--- config.mk ---
export PLATFORM = sky130hd
export DESIGN_NAME = slc_cmd_filter
export DESIGN_NICKNAME = d
export VERILOG_FILES = /design/src/slc_cmd_filter.v /design/src/slc_param_mem.v
export VERILOG_INCLUDE_DIRS = /design/src /design/src/include
export SDC_FILE = /design/constraint.sdc
export NUM_CORES = 1
export LEC_CHECK = 0
export BUFFER_PORTS_ARGS = -buffer_cell sky130_fd_sc_hd__buf_2
export CAP_MARGIN = 20
export CORE_MARGIN = 4
export CORE_UTILIZATION = 40
export CTS_BUF_LIST = sky130_fd_sc_hd__clkbuf_16
export DETAILED_ROUTE_END_ITERATION = 8
export PLACE_DENSITY_LB_ADDON = 0.12
export RECOVER_POWER = 50
export SLEW_MARGIN = 10
export SYNTH_ARGS = -nofsm -noshare
export SYNTH_HDL_FRONTEND = slang
export SYNTH_SLANG_ARGS = --single-unit
--- constraint.sdc ---
create_clock -name clk -period 3.3 [get_ports clk]
set_clock_uncertainty 0.2 [all_clocks]
set_input_delay 0 -clock clk [delete_from_list [all_inputs] [get_ports clk]]
set_output_delay 0 -clock clk [all_outputs]
set_load 0.1 [all_outputs]
--- src/include/slc_consts.vh ---
// Constants for the servo-loop command and identity filter block.
// Assumes inclusion by bare name from src files; definitions only.
`ifndef SLC_CONSTS_VH
`define SLC_CONSTS_VH

// ==================================================
// Opcodes
`define SLC_OP_OBSERVER_FILTER 8'h44
`define SLC_OP_CLOSED_LOOP_DC  8'h58
`define SLC_OP_CLOSED_PHASED   8'h8e
`define SLC_OP_GRAVITY_OFFSET  8'hed
`define SLC_OP_OPEN_LOOP       8'h8f
`define SLC_OP_IDENTITY        8'h9b

// ==================================================
// Command lengths in words, opcode word included
`define SLC_LEN_OBSERVER       3'd7
`define SLC_LEN_GRAVITY        3'd2
`define SLC_LEN_IDENTITY       3'd2
`define SLC_LEN_SINGLE         3'd1
`define SLC_OBS_PARAMS         6

// ==================================================
// Addressing and reset values
`define SLC_ADDR_GLOBAL        8'hff
`define SLC_GROUP_DISABLED     8'h00
`define SLC_UNIT_RST           8'h10
`define SLC_GROUP_RST          8'h14
`define SLC_GRAV_RST           16'h0000
`define SLC_GRAV_MIN           16'h8001
`define SLC_ID_GROUP_MSB       15
`define SLC_ID_GROUP_LSB       8
`define SLC_ID_UNIT_MSB        7
`define SLC_ID_UNIT_LSB        0

`endif

--- src/slc_cmd_filter.v ---
// Command decoder for servo-loop configuration and identity address filter.
// Assumes a word stream from a serial front end on clk, with a start flag on
// the first word of each command (the address word precedes the opcode word).
`include "slc_consts.vh"

module slc_cmd_filter (
    // Clock and reset
    input  wire        clk,
    input  wire        rst_b,
    // Command word stream
    input  wire        word_valid,
    input  wire        word_first,
    input  wire [15:0] word_data,
    // Configuration
    input  wire        respond_group,
    input  wire        dual_loop_set,
    input  wire        basic_filter_load,
    // Loop state
    output reg         closed_loop_q,
    output reg         phase_req_q,
    output reg         dual_loop_mode_q,
    output reg         observer_model_q,
    output reg         second_accel_en_q,
    // Stored values
    output reg  [15:0] gravity_offset_q,
    output reg  [7:0]  unit_id_q,
    output reg  [7:0]  group_id_q,
    // Parameter readback
    input  wire [2:0]  param_sel,
    output wire [15:0] param_data_q,
    // Acknowledge
    output reg         ack_q,
    output reg  [7:0]  ack_unit_q,
    output reg         cmd_accept_q
);
    // ==================================================
    // Framing states, one-hot encoded
    localparam ST_IDLE   = 3'b001;
    localparam ST_OPCODE = 3'b010;
    localparam ST_PARAM  = 3'b100;

    reg  [2:0]  state_q;
    reg  [7:0]  opcode_q;
    reg  [2:0]  word_cnt_q;
    reg  [2:0]  len_q;
    reg         accepted_q;
    reg         answer_q;
    wire        mem_wr;
    wire [2:0]  mem_addr;

    // Length of a known command; zero marks an opcode outside this block
    function [2:0] cmd_len;
        input [7:0] op;
        begin
            case (op)
                `SLC_OP_OBSERVER_FILTER: cmd_len = `SLC_LEN_OBSERVER;
                `SLC_OP_GRAVITY_OFFSET:  cmd_len = `SLC_LEN_GRAVITY;
                `SLC_OP_IDENTITY:        cmd_len = `SLC_LEN_IDENTITY;
                `SLC_OP_CLOSED_LOOP_DC,
                `SLC_OP_CLOSED_PHASED,
                `SLC_OP_OPEN_LOOP:       cmd_len = `SLC_LEN_SINGLE;
                default:                 cmd_len = 3'd0;
            endcase
        end
    endfunction

    // ==================================================
    // Address match: unit answers, group only with respond_group, global never answers
    wire [7:0] addr      = word_data[7:0];
    wire       hit_unit  = (addr == unit_id_q);
    wire       hit_group = (group_id_q != `SLC_GROUP_DISABLED) &&
                           (addr == group_id_q);
    wire       hit_glob  = (addr == `SLC_ADDR_GLOBAL);
    wire       hit_any   = hit_unit || hit_group || hit_glob;
    wire       answers   = hit_unit || (hit_group && respond_group);

    wire       last_word = (word_cnt_q == len_q - 3'd1);
    wire       param_w   = word_valid && !word_first && (state_q == ST_PARAM);

    assign mem_wr   = param_w && (opcode_q == `SLC_OP_OBSERVER_FILTER);
    assign mem_addr = word_cnt_q - 3'd1;

    // ==================================================
    // Parameter store
    slc_param_mem u_mem (
        .clk       (clk),
        .rst_b     (rst_b),
        .wr_en     (mem_wr),
        .wr_addr   (mem_addr),
        .wr_data   (word_data),
        .rd_addr   (param_sel),
        .rd_data_q (param_data_q)
    );

    // ==================================================
    // Framing
    always @(posedge clk or negedge rst_b) begin
        if (!rst_b) begin
            state_q    <= ST_IDLE;
            opcode_q   <= 8'h00;
            word_cnt_q <= 3'd0;
            len_q      <= 3'd0;
            accepted_q <= 1'b0;
            answer_q   <= 1'b0;
        end else if (word_valid && word_first) begin
            // A new first word always restarts framing, dropping any partial command
            state_q    <= hit_any ? ST_OPCODE : ST_IDLE;
            accepted_q <= hit_any;
            answer_q   <= answers;
            word_cnt_q <= 3'd0;
        end else if (word_valid) begin
            case (state_q)
                ST_OPCODE: begin
                    opcode_q   <= word_data[7:0];
                    len_q      <= cmd_len(word_data[7:0]);
                    word_cnt_q <= 3'd1;
                    state_q    <= (cmd_len(word_data[7:0]) > `SLC_LEN_SINGLE) ?
                                  ST_PARAM : ST_IDLE;
                end
                ST_PARAM: begin
                    word_cnt_q <= word_cnt_q + 3'd1;
                    if (last_word) begin
                        state_q <= ST_IDLE;
                    end
                end
                ST_IDLE: begin
                    state_q <= ST_IDLE;
                end
                default: begin
                    state_q <= ST_IDLE;
                end
            endcase
        end
    end

    // Execute strobe: completion of a known, accepted command
    wire op_single = word_valid && !word_first && (state_q == ST_OPCODE) &&
                     (cmd_len(word_data[7:0]) == `SLC_LEN_SINGLE);
    wire op_multi  = param_w && last_word;
    wire exec      = accepted_q && (op_single || op_multi);
    wire [7:0] eop = op_single ? word_data[7:0] : opcode_q;

    // ==================================================
    // Execution
    always @(posedge clk or negedge rst_b) begin
        if (!rst_b) begin
            closed_loop_q     <= 1'b0;
            phase_req_q       <= 1'b0;
            dual_loop_mode_q  <= 1'b0;
            observer_model_q  <= 1'b0;
            second_accel_en_q <= 1'b0;
            gravity_offset_q  <= `SLC_GRAV_RST;
            unit_id_q         <= `SLC_UNIT_RST;
            group_id_q        <= `SLC_GROUP_RST;
            ack_q             <= 1'b0;
            ack_unit_q        <= `SLC_UNIT_RST;
            cmd_accept_q      <= 1'b0;
        end else begin
            ack_q        <= exec && answer_q;
            cmd_accept_q <= exec;
            phase_req_q  <= exec && (eop == `SLC_OP_CLOSED_PHASED);
            if (basic_filter_load) begin
                observer_model_q  <= 1'b0;
                second_accel_en_q <= 1'b0;
            end
            // Dual loop needs the position loop closed; an open-loop command wins
            if (dual_loop_set && closed_loop_q) begin
                dual_loop_mode_q <= 1'b1;
            end
            if (exec) begin
                ack_unit_q <= unit_id_q;
                case (eop)
                    `SLC_OP_OBSERVER_FILTER: begin
                        observer_model_q  <= 1'b1;
                        second_accel_en_q <= 1'b1;
                    end
                    `SLC_OP_CLOSED_LOOP_DC: closed_loop_q <= 1'b1;
                    `SLC_OP_CLOSED_PHASED:  closed_loop_q <= 1'b1;
                    `SLC_OP_OPEN_LOOP: begin
                        closed_loop_q    <= 1'b0;
                        dual_loop_mode_q <= 1'b0;
                    end
                    `SLC_OP_GRAVITY_OFFSET: begin
                        // -32768 is out of range and is clamped to the minimum
                        gravity_offset_q <= (word_data == 16'h8000) ?
                                            `SLC_GRAV_MIN : word_data;
                    end
                    `SLC_OP_IDENTITY: begin
                        group_id_q <= word_data[`SLC_ID_GROUP_MSB:`SLC_ID_GROUP_LSB];
                        unit_id_q  <= word_data[`SLC_ID_UNIT_MSB:`SLC_ID_UNIT_LSB];
                        ack_unit_q <= word_data[`SLC_ID_UNIT_MSB:`SLC_ID_UNIT_LSB];
                    end
                    default: begin
                        closed_loop_q <= closed_loop_q;
                    end
                endcase
            end
        end
    end
endmodule // slc_cmd_filter

--- src/slc_param_mem.v ---
// Small memory holding the six observer filter parameter words.
// Assumes one clock; read data are registered, one cycle latency.
module slc_param_mem (
    // Clock and reset
    input  wire        clk,
    input  wire        rst_b,
    // Write port
    input  wire        wr_en,
    input  wire [2:0]  wr_addr,
    input  wire [15:0] wr_data,
    // Read port
    input  wire [2:0]  rd_addr,
    output reg  [15:0] rd_data_q
);
    reg [15:0] mem_q [0:7];

    always @(posedge clk) begin
        if (wr_en) begin
            mem_q[wr_addr] <= wr_data;
        end
    end

    always @(posedge clk or negedge rst_b) begin
        if (!rst_b) begin
            rd_data_q <= 16'h0000;
        end else begin
            rd_data_q <= mem_q[rd_addr];
        end
    end
endmodule // slc_param_mem

* Word level (Yosys, flattened, before mapping)
Memories as Yosys holds them, arrays and structs flattened. A register that Yosys moved wholly into a read port is not among the register bits.
Index checks and enable logic that the tools add are counted.
** Storage, ports and cells
- Bits in registers :: 58
- RAM bits :: 128
- Word-level logic and storage cells :: 104
- Memories kept :: 1
** Memory list
- u_mem.mem_q :: words 8, width 16, rd ports 1, clocked after memory_dff 1, wr ports 1, RTL line slc_param_mem.v:15 : reg [15:0] mem_q [0:7];
** Cells by class
- $add $sub $neg :: 3
- Reduce and logical (&&, ||, !) cells :: 32
- Eq/ne operators :: 22
- Bitwise gates (word level) :: 1
- Magnitude comparators :: 1
- Muxes and demuxes :: 28
** Operator list (count)
- 8-bit equality test (second input constant) :: 9
- 8-bit by 7-bit equality test with 1-bit output (second input constant) :: 5
- 3-bit two-way mux :: 9
- 16-bit equality test (second input constant) :: 1
- 8-bit equality test :: 2
- 16-bit two-way mux :: 1
- 8-bit two-way mux :: 2
- 1-bit logical AND :: 13
- 3-bit one-hot mux with 2 select lines :: 2
- 1-bit two-way mux :: 11
- 2-bit AND reduction :: 5
- 3-bit one-hot mux with 3 select lines :: 1
- 8-bit nonzero test :: 1
- 3-bit by 1-bit subtractor with 3-bit output (second input constant) :: 2
- 1-bit logical OR :: 4
- 2-bit nonzero test :: 2
- 2-bit OR reduction :: 2
- 3-bit by 1-bit adder with 3-bit output (second input constant) :: 1
- 3-bit by 1-bit equality test with 1-bit output (second input constant) :: 1
- 3-bit by 2-bit equality test with 1-bit output (second input constant) :: 1
- 3-bit equality test :: 1
- 3-bit equality test (second input constant) :: 1
- 3-bit by 1-bit greater-than comparator with 1-bit output (second input constant) :: 1
- 3-bit by 2-bit != test with 1-bit output (second input constant) :: 1
- other kinds (7) :: 8

* Depth between registers and ports, before layout
Gate-level depths: netlist of the first run.
- Depth after elaboration :: 11
- Gate-level depth with buffers :: 8
- Mapped depth without buffers :: 7

* Modules after synthesis
Synthesis of the first run repeated with hierarchy kept, for this count alone.
** Unflattened totals
- Cells, all modules :: 464
- Area total of the unflattened synthesis :: 8481.9 um2
** By module, submodules not included
- slc_param_mem :: instances 1, sequential area each 4244.1 um2, cells each 214, area an instance 5373.9 um2
- slc_cmd_filter :: instances 1, sequential area each 1456.4 um2, cells each 250, area an instance 3108.0 um2

* Least setup slack after synthesis of the first run
Ideal clock, no wire load.
- Kind :: reg2reg
- Start point :: register state_q[1]
- End point :: memory u_mem.mem_q[3][0], enable pin
- Arrival :: 2276 ps
- Clock period less this slack :: 2885 ps
- Stages on the path, launching flop included :: 6
- Data required time :: 2691 ps
- Buffers on the path :: 0
- Path slack :: 415 ps
- Cell sequence :: dfrtp_1 nor3b_4 nand2_4 nor2_1 nand2_1 nor3_1
** On the way
- Longest elaborated chain between the ends :: 5
** Ends and longest elaborated chain
- start: declaration :: RTL line slc_cmd_filter.v:42 : reg [2:0] state_q;
- start signal: assignment :: RTL line slc_cmd_filter.v:107 : state_q <= hit_any ? ST_OPCODE : ST_IDLE;
- start signal: assignment :: RTL line slc_cmd_filter.v:117 : state_q <= (cmd_len(word_data[7:0]) > `SLC_LEN_SINGLE) ?
- 3-bit equality test :: RTL line slc_cmd_filter.v:78 : wire param_w = word_valid && !word_first && (state_q == ST_PARAM);
- 1-bit logical AND :: RTL line slc_cmd_filter.v:78
- 1-bit logical AND :: RTL line slc_cmd_filter.v:80 : assign mem_wr = param_w && (opcode_q == `SLC_OP_OBSERVER_FILTER);
- 1-bit two-way mux :: RTL line slc_param_mem.v:18 : if (wr_en) begin
- 1-bit two-way mux (implied by the code) :: RTL line slc_param_mem.v:19 : mem_q[wr_addr] <= wr_data;
- end: declaration :: RTL line slc_param_mem.v:15
No other way between the ends.

* Worst setup path in the final report of the first run
- Start point :: register state_q[1]
- End point :: register dual_loop_mode_q
** On the way
- Longest elaborated chain between the ends :: 7
** Ends and longest elaborated chain
- 3-bit by 2-bit equality test with 1-bit output :: RTL line slc_cmd_filter.v:137 : wire op_single = word_valid && !word_first && (state_q == ST_OPCODE) &&
- 1-bit logical AND (2 in series) :: RTL line slc_cmd_filter.v:137
- 8-bit two-way mux :: RTL line slc_cmd_filter.v:141 : wire [7:0] eop = op_single ? word_data[7:0] : opcode_q;
- 8-bit equality test :: RTL line slc_cmd_filter.v:172 : case (eop)
- 1-bit two-way mux :: RTL line slc_cmd_filter.v:172
- 1-bit two-way mux (*) :: RTL line slc_cmd_filter.v:170 : if (exec) begin
- end signal: assignment :: RTL line slc_cmd_filter.v:149 : dual_loop_mode_q <= 1'b0;
- end signal: assignment :: RTL line slc_cmd_filter.v:168 : dual_loop_mode_q <= 1'b1;
- end signal: assignment :: RTL line slc_cmd_filter.v:181 : dual_loop_mode_q <= 1'b0;
- end: declaration :: RTL line slc_cmd_filter.v:21 : output reg dual_loop_mode_q,
Mark *: on every way between the ends. The rest lies on a longest branch, timed or not.
A chain may end at the register's enable or synchronous reset.

==> results of run 1 <==
## metal layers
layer	part of all wire, %	GRT usage (%)
met2	50	27.5
met4	1.6	3.31
met1	44	21.4
met5	0	0
met3	5.1	2.84
## cells in the final DEF, fill, tap and decap left out, types with 3 or more instances in the layout
cell                            instances
sky130_fd_sc_hd__clkbuf_1              30
sky130_fd_sc_hd__clkinv_1               6
sky130_fd_sc_hd__nor2b_1                3
sky130_fd_sc_hd__nand2_1               20
sky130_fd_sc_hd__a21oi_1                8
sky130_fd_sc_hd__ha_1                   3
sky130_fd_sc_hd__nor3_1                 4
sky130_fd_sc_hd__a21o_1                 4
sky130_fd_sc_hd__dlygate4sd3_1         27
sky130_fd_sc_hd__nand4b_1               4
sky130_fd_sc_hd__xor2_1                18
sky130_fd_sc_hd__mux2_2                53
sky130_fd_sc_hd__nor3_2                 4
sky130_fd_sc_hd__nor4_1                12
sky130_fd_sc_hd__edfxtp_1             128
sky130_fd_sc_hd__clkbuf_16             22
sky130_fd_sc_hd__mux2_1                 3
sky130_fd_sc_hd__clkinv_2               4
sky130_fd_sc_hd__buf_2                 60
sky130_fd_sc_hd__inv_1                 13
sky130_fd_sc_hd__nor2_1                11
sky130_fd_sc_hd__o21ai_0                9
sky130_fd_sc_hd__dfrtp_1               70
sky130_fd_sc_hd__buf_4                 13
sky130_fd_sc_hd__nor3b_1                3
sky130_fd_sc_hd__dfstp_2                4
sky130_fd_sc_hd__or4_1                  5
sky130_fd_sc_hd__nand4_1                3
sky130_fd_sc_hd__nand3_1                6
sky130_fd_sc_hd__mux4_2                32
## report_power, final
part           total (uW)  internal, uW  switching [uW]
Clock                2320          1370             949
Sequential           2720          2710            7.34
Combinational         348           101             247
Total                5390          4190            1200
## cell type report
type	count	share of cell area, %
clock buffer	22	5.55
clock inverter	18	1.46
inverter	10	0.378
multi-input combinational	229	23.4
sequential	202	57.5
tap	270	3.41
timing repair buffer	132	8.35
## final timing paths
check                      slack, ps                      endpoint  depth (start not counted)
setup / recovery                 280    dual_loop_mode_q$_DFF_PN0_                          6
hold / removal                    50    observer_model_q$_DFF_PN0_                          3
min in group asynchronous        530  u_mem.rd_data_q[4]$_DFF_PN0_                          3
hold reg to reg                  280               ack_q$_DFF_PN0_                          1
setup reg to reg                 280    dual_loop_mode_q$_DFF_PN0_                          6
max in group asynchronous       1470     group_id_q[2]$_DFFE_PN1P_                          4
## logic make-up (layout without fill, tap and decap cells)
group / count (synthesis) / in the layout / synth area share (%)
buf+inv: 38 / 182 / 2.38
simple gates: 87 / 87 / 6.56
xor+xnor: 21 / 21 / 2.41
fa+ha+maj: 3 / 3 / 0.457
compound gates: 30 / 30 / 2.29
flops: 202 / 202 / 69.5
mux: 88 / 88 / 16.5
## registers in the layout, summed over array words and instances, names as in the netlist
register           cells
u_mem.mem_q          128
gravity_offset_q      16
u_mem.rd_data_q       16
ack_unit_q             8
group_id_q             8
opcode_q               8
len_q                  3
state_q                3
word_cnt_q             3
accepted_q             1
ack_q                  1
answer_q               1
closed_loop_q          1
cmd_accept_q           1
dual_loop_mode_q       1
observer_model_q       1
phase_req_q            1
second_accel_en_q      1
## worst reg2reg max path: cells and delay by family (launching register included)
family | cells | cell delay, ps
simple gates | 4 | 1680
flops | 1 | 410
compound gates | 1 | 60
buf+inv | 1 | 550
## through the flow
step           area (um2)  hold WS [ps]  power [uW]  utilization, %
2_1_floorplan        8210          -496        2990               -
3_3_place_gp         8980         -5.60        3100            44.4
3_5_place_dp         8980          8.60        3110            44.4
4_1_cts              9940          13.5        5470            49.1
5_1_grt              9920          84.1        5610            49.0
6_report             9920          53.9        5390            49.0
==> flow_summary.rst, run 1 <==
.. list-table::
   :header-rows: 1

   * - Metric
     - Value
   * - Status
     - complete, no violations
   * - Count of hold buffers inserted by post-cts repair
     - 26
   * - Clock root buffer master
     - sky130_fd_sc_hd__clkbuf_16
   * - Skew-Pair Late Insertion Delay
     - 500 ps
   * - Critical path data arrival time
     - 3190 ps
   * - First-pass DRT Iterations
     - 4
   * - Number of max-cap violations
     - 0
   * - Endpoint kind of the worst setup timing path
     - register
   * - Setup violations, final
     - 0
   * - Area share of the leading cell type in the synthesized netlist
     - 46.8%
   * - LEAKAGE
     - 0.00394 uW
   * - EDFF count, synth
     - 128
   * - Number of standard-cell rows in the floorplan
     - 52
   * - Min Tclk post-route
     - 3020 ps
   * - Crit Path Max Fanout
     - 7
   * - Power density over cell area
     - 543 nW/um2
   * - Upper clock frequency limit
     - 0.332 GHz
   * - Count of nets left with antenna violations after detail routing
     - 0
   * - Synth Register Bits
     - 202
   * - Sink count of the clock tree
     - 202
   * - Area used by sequential logic in the layout
     - 5700 um2
   * - Remaining max-slew budget at the tightest pin
     - 21.8%
   * - Endpoints failing hold
     - 0
   * - CP Launch Point
     - state_q[1]$_DFFE_PN0P_
   * - Filler cell count in the final layout
     - 1725
   * - Die area
     - 22900 um2
   * - Height of the die
     - 151 um
   * - Largest cells by area after synthesis
     - sky130_fd_sc_hd__edfxtp_1 47%, sky130_fd_sc_hd__dfrtp_1 21%, sky130_fd_sc_hd__mux4_2 8.8%
   * - Mean post-synth cell area
     - 17.5 um2
   * - Layout cell share with drive strength beyond 1
     - 33.6%
   * - Cell breakdown of the critical path
     - nor3b_1 > nand2_4 > or4_1 > nand2_1 > a21oi_1 > dlygate4sd3_1
   * - Slew of the pin with the lowest slew margin
     - 1180 ps
   * - Die X-Extent
     - 151 um
   * - Total inserted antenna cells
     - 0
   * - Global-route usage over all layers
     - 16.0%
   * - Sum of overflow across all layers after global routing
     - 0
   * - Slowest stage cell on the critical path
     - sky130_fd_sc_hd__nor3b_1
   * - Yosys warns
     - 0
   * - Number of vias in the routed layout
     - 4588
   * - Fraction of the yosys area taken by sequential cells
     - 69.5%
   * - Startpoint kind of the worst setup timing path
     - register
   * - Number of instances resized during post-cts repair
     - 0
   * - Largest stage delay on the critical path
     - 740 ps
   * - Hold Path Class
     - in2reg
   * - Final cell count without fillers
     - 883
   * - Startpoint of the most critical hold path
     - basic_filter_load
   * - Post-synth design cell area
     - 8210 um2
   * - I/O pin total
     - 89
   * - Post-Syn Instances
     - 469
   * - Setup repair bufs after CTS
     - 0
   * - Library cell with the largest summed area after synthesis
     - sky130_fd_sc_hd__edfxtp_1
   * - Drt drc
     - 0
   * - Cell total after placement
     - 815
   * - Count of buffer and inverter cells on the critical path
     - 1
   * - Clock tree from TritonCTS
     - done
   * - DR WL/cell
     - 20.3 um
   * - Crit path max-delay family
     - simple AND/OR/NAND/NOR gates
   * - Clock Pin Slew Worst Setup and Hold Paths
     - 60 ps
   * - Port buffer count
     - 88
   * - Aggregate routed wire length
     - 17.9 mm
   * - Setup CP Type
     - reg2reg
   * - Starting Density
     - 40.6%
   * - Inserted Clock Buffers
     - 22
   * - Area of the multi-input gates
     - 2320 um2
   * - Pre-CTS worst setup slack
     - 785 ps
   * - Summed negative setup slack over all endpoints
     - 0 ps
   * - Final layout net count
     - 626
   * - Tcrit/Tclk final
     - 91.4%
   * - Number of antenna violations at the first check in global routing
     - 0
   * - Final weighted congestion in routability-driven placement
     - 0.801
   * - Max rail drop VDD
     - 0.333 mV
   * - Total core area
     - 20200 um2
   * - Worst endpoint required time
     - 3480 ps
   * - PnR worst setup slack
     - 284 ps
   * - Most frequent cell after synthesis
     - sky130_fd_sc_hd__edfxtp_1
   * - Detailed placement HPWL
     - 11.1 mm
   * - Detailed router's first-iteration violation count
     - 221
   * - FFs w/ async S/R, synth
     - 36.6%
   * - Primary flip-flop cell chosen by synthesis mapping
     - sky130_fd_sc_hd__edfxtp_1
   * - R2r startpoint
     - state_q[1]$_DFFE_PN0P_
   * - Nets in the synthesized netlist
     - 498
   * - Synth-to-Final Area Change
     - 20.9%
   * - Max clock buf depth
     - 3
   * - Maximum number of pins on one net before global-route repair
     - 75
   * - Post-DR vias/cell
     - 5.20
   * - Htree depth
     - 1
   * - Via count of the first global-routing pass
     - 4788
   * - Top cells by count, synth
     - 128 x sky130_fd_sc_hd__edfxtp_1, 70 x sky130_fd_sc_hd__dfrtp_1, 54 x sky130_fd_sc_hd__mux2_2, 32 x sky130_fd_sc_hd__mux4_2, 20 x sky130_fd_sc_hd__nand2_1
   * - Wire length of the first global-routing pass
     - 27.7 mm
   * - Number of pins exceeding their max-slew limit in the final report
     - 0
   * - Unrepaired setup endpoints after global routing
     - false
   * - Post-synthesis cell type count
     - 49
(Power assumes the default switching activity.)
==> run 2, diff against run 1 <==
- SETUP_SLACK_MARGIN: default -> 0.3
==> run 2 against run 1 <==
Setup slack improved by 160 ps; sequential power about the same; die area unchanged; register-to-register slack improved by 160 ps; total power about the same; non-clock buffer count unchanged; highest routed layer unchanged.
==> flow_summary.rst, run 2 (synthesis gave the netlist of run 1 again) <==
.. list-table::
   :header-rows: 1

   * - Metric
     - Value
   * - Max clock buf depth
     - 3
   * - Starting Density
     - 40.6%
   * - Total core area
     - 20200 um2
   * - Overall power consumption
     - 5390 uW
   * - Most frequent standard cell in the layout excluding fill and tap cells
     - sky130_fd_sc_hd__edfxtp_1
   * - Area of the multi-input gates
     - 2340 um2
   * - Setup CP Type
     - reg2reg
   * - Filler cell count in the final layout
     - 1721
   * - Upper clock frequency limit
     - 0.350 GHz
   * - Most frequent cells in the layout
     - 128 x sky130_fd_sc_hd__edfxtp_1, 70 x sky130_fd_sc_hd__dfrtp_1, 60 x sky130_fd_sc_hd__buf_2
   * - Setup violations, final
     - 0
   * - Synth-to-Final Area Change
     - 21.1%
   * - Height of the die
     - 151 um
   * - Sum of overflow across all layers after global routing
     - 0
   * - Endpoints failing hold
     - 0
   * - Number of pins exceeding their max-slew limit in the final report
     - 0
   * - Pre-CTS worst setup slack
     - 785 ps
   * - LEAKAGE
     - 0.00394 uW
   * - Largest registers
     - u_mem.mem_q x128, gravity_offset_q x16, u_mem.rd_data_q x16
   * - Skew-Pair Late Insertion Delay
     - 500 ps
   * - I/O pin total
     - 89
   * - Maximum number of pins on one net before global-route repair
     - 75
   * - Endpoint kind of the worst setup timing path
     - register
   * - Via count of the first global-routing pass
     - 4788
   * - Total inserted antenna cells
     - 0
   * - Clk pwr share
     - 43.0%
   * - Register with the most flip-flops
     - u_mem.mem_q
   * - Final cell count without fillers
     - 883
   * - Clock root buffer master
     - sky130_fd_sc_hd__clkbuf_16
   * - Tcrit/Tclk final
     - 86.6%
   * - Inserted Clock Buffers
     - 22
   * - Detailed placement HPWL
     - 11.1 mm
   * - Startpoint kind of the worst setup timing path
     - register
   * - Power density over cell area
     - 542 nW/um2
   * - PnR worst setup slack
     - 443 ps
   * - Summed negative setup slack over all endpoints
     - 0 ps
   * - Sink count of the clock tree
     - 202
   * - Port buffer count
     - 88
   * - Die area
     - 22900 um2
   * - Number of vias in the routed layout
     - 4601
   * - Part of the total power dissipated in combinational logic
     - 6.5%
   * - Layout cell share with drive strength beyond 1
     - 34.1%
   * - Setup repair bufs after CTS
     - 0
   * - Max rail drop VDD
     - 0.334 mV
   * - Cell total after placement
     - 815
   * - Number of antenna violations at the first check in global routing
     - 0
   * - Unrepaired setup endpoints after global routing
     - false
   * - Min Tclk post-route
     - 2860 ps
   * - Slew of the pin with the lowest slew margin
     - 1180 ps
   * - Switching part of the total
     - 22.3%
   * - Hold Slack
     - 54.4 ps
   * - Hold Path Class
     - in2reg
   * - Detailed router's first-iteration violation count
     - 241
   * - Sequential share of power
     - 50.5%
   * - Count of nets left with antenna violations after detail routing
     - 0
   * - First-pass DRT Iterations
     - 4
   * - DR WL/cell
     - 20.3 um
   * - Area used by sequential logic in the layout
     - 5700 um2
   * - Largest stage delay on the critical path
     - 590 ps
   * - Crit Path Max Fanout
     - 7
   * - Die X-Extent
     - 151 um
   * - Number of standard-cell rows in the floorplan
     - 52
   * - Switching power total
     - 1200 uW
   * - Worst endpoint required time
     - 3480 ps
   * - Wire length of the first global-routing pass
     - 27.7 mm
   * - Number of max-cap violations
     - 0
   * - Critical path data arrival time
     - 3030 ps
   * - Slowest stage cell on the critical path
     - sky130_fd_sc_hd__or4_1
   * - Internal power component
     - 4190 uW
   * - Htree depth
     - 1
   * - Global-route usage over all layers
     - 16.0%
   * - Number of flip-flops under the largest register name
     - 128
   * - Remaining max-slew budget at the tightest pin
     - 21.8%
   * - Clock tree from TritonCTS
     - done
   * - Status
     - complete, no violations
   * - Drt drc
     - 0
   * - Post-DR vias/cell
     - 5.21
   * - Aggregate routed wire length
     - 18.0 mm
   * - Cell breakdown of the critical path
     - inv_1 > ha_1 > xnor3_1 > nand3_2 > or4_1 > nand2_1 > a21oi_1 > dlygate4sd3_1
   * - Final layout net count
     - 626
   * - Clock Pin Slew Worst Setup and Hold Paths
     - 60 ps
   * - Final weighted congestion in routability-driven placement
     - 0.801
## run 2: cell counts in the layout (fill, tap and decap cells not counted)
No cell type changed its count.
## run 2: layout make-up
class / count / area share (%)
multi-input cells: 229 / 23.6
clock buffers: 22 / 5.54
clock inverters: 18 / 1.46
inverters: 10 / 0.378
well taps: 270 / 3.40
repair buffers: 132 / 8.33
flip-flops and latches: 202 / 57.3
## run 2: layer usage
| metal | GRT usage, % | wire length, um | vias up |
|---|---|---|---|
| met3 | 2.84 | 847 | 26 |
| met1 | 21.4 | 7850 | 2387 |
| met2 | 27.5 | 8960 | 120 |
| met5 | 0 | 0 | - |
| li1 | - | - | 2068 |
| met4 | 3.31 | 291 | 0 |
## run 2: what timing repair did
action | 4_1_cts | 5_1_grt
gates resized for setup | 0 | 2
hold buffers | 26 | 1
hold endpoints to repair | 268 | 12
endpoints found under the setup margin | 0 | 1
## run 2: worst paths after layout
check | start | to | slack (ps) | cells after the start
worst max-delay path | len_q[0]$_DFFE_PN0P_ | dual_loop_mode_q$_DFF_PN0_ | 440 | 8
worst min-delay path | basic_filter_load | observer_model_q$_DFF_PN0_ | 50 | 3
worst min register to register | answer_q$_DFFE_PN0P_ | ack_q$_DFF_PN0_ | 280 | 1
min in group asynchronous | rst_b | u_mem.rd_data_q[4]$_DFF_PN0_ | 540 | 3
worst max register to register | len_q[0]$_DFFE_PN0P_ | dual_loop_mode_q$_DFF_PN0_ | 440 | 8
max in group asynchronous | rst_b | group_id_q[2]$_DFFE_PN1P_ | 1460 | 4
## run 2: worst max-delay path: cells and delay by family, from the launching register on
family / cells / cell delay (ps)
flops: 1 / 380
buf+inv: 2 / 610
compound gates: 1 / 60
simple gates: 3 / 890
fa+ha+maj: 1 / 200
xor+xnor: 1 / 390
## run 2: power groups by stage
stage	registers [uW]	logic [uW]	clock network, uW
floorplan	2880	106	0
global placement	2770	330	0
detailed placement	2770	334	0
CTS	2720	358	2390
global route	2720	374	2510
finish	2720	349	2320
## run 2: metrics by stage
step	utilization [%]	area (um2)
global route	49.1	9940
floorplan	-	8210
detailed placement	44.4	8980
finish	49.1	9940
CTS	49.1	9940
global placement	44.4	8980
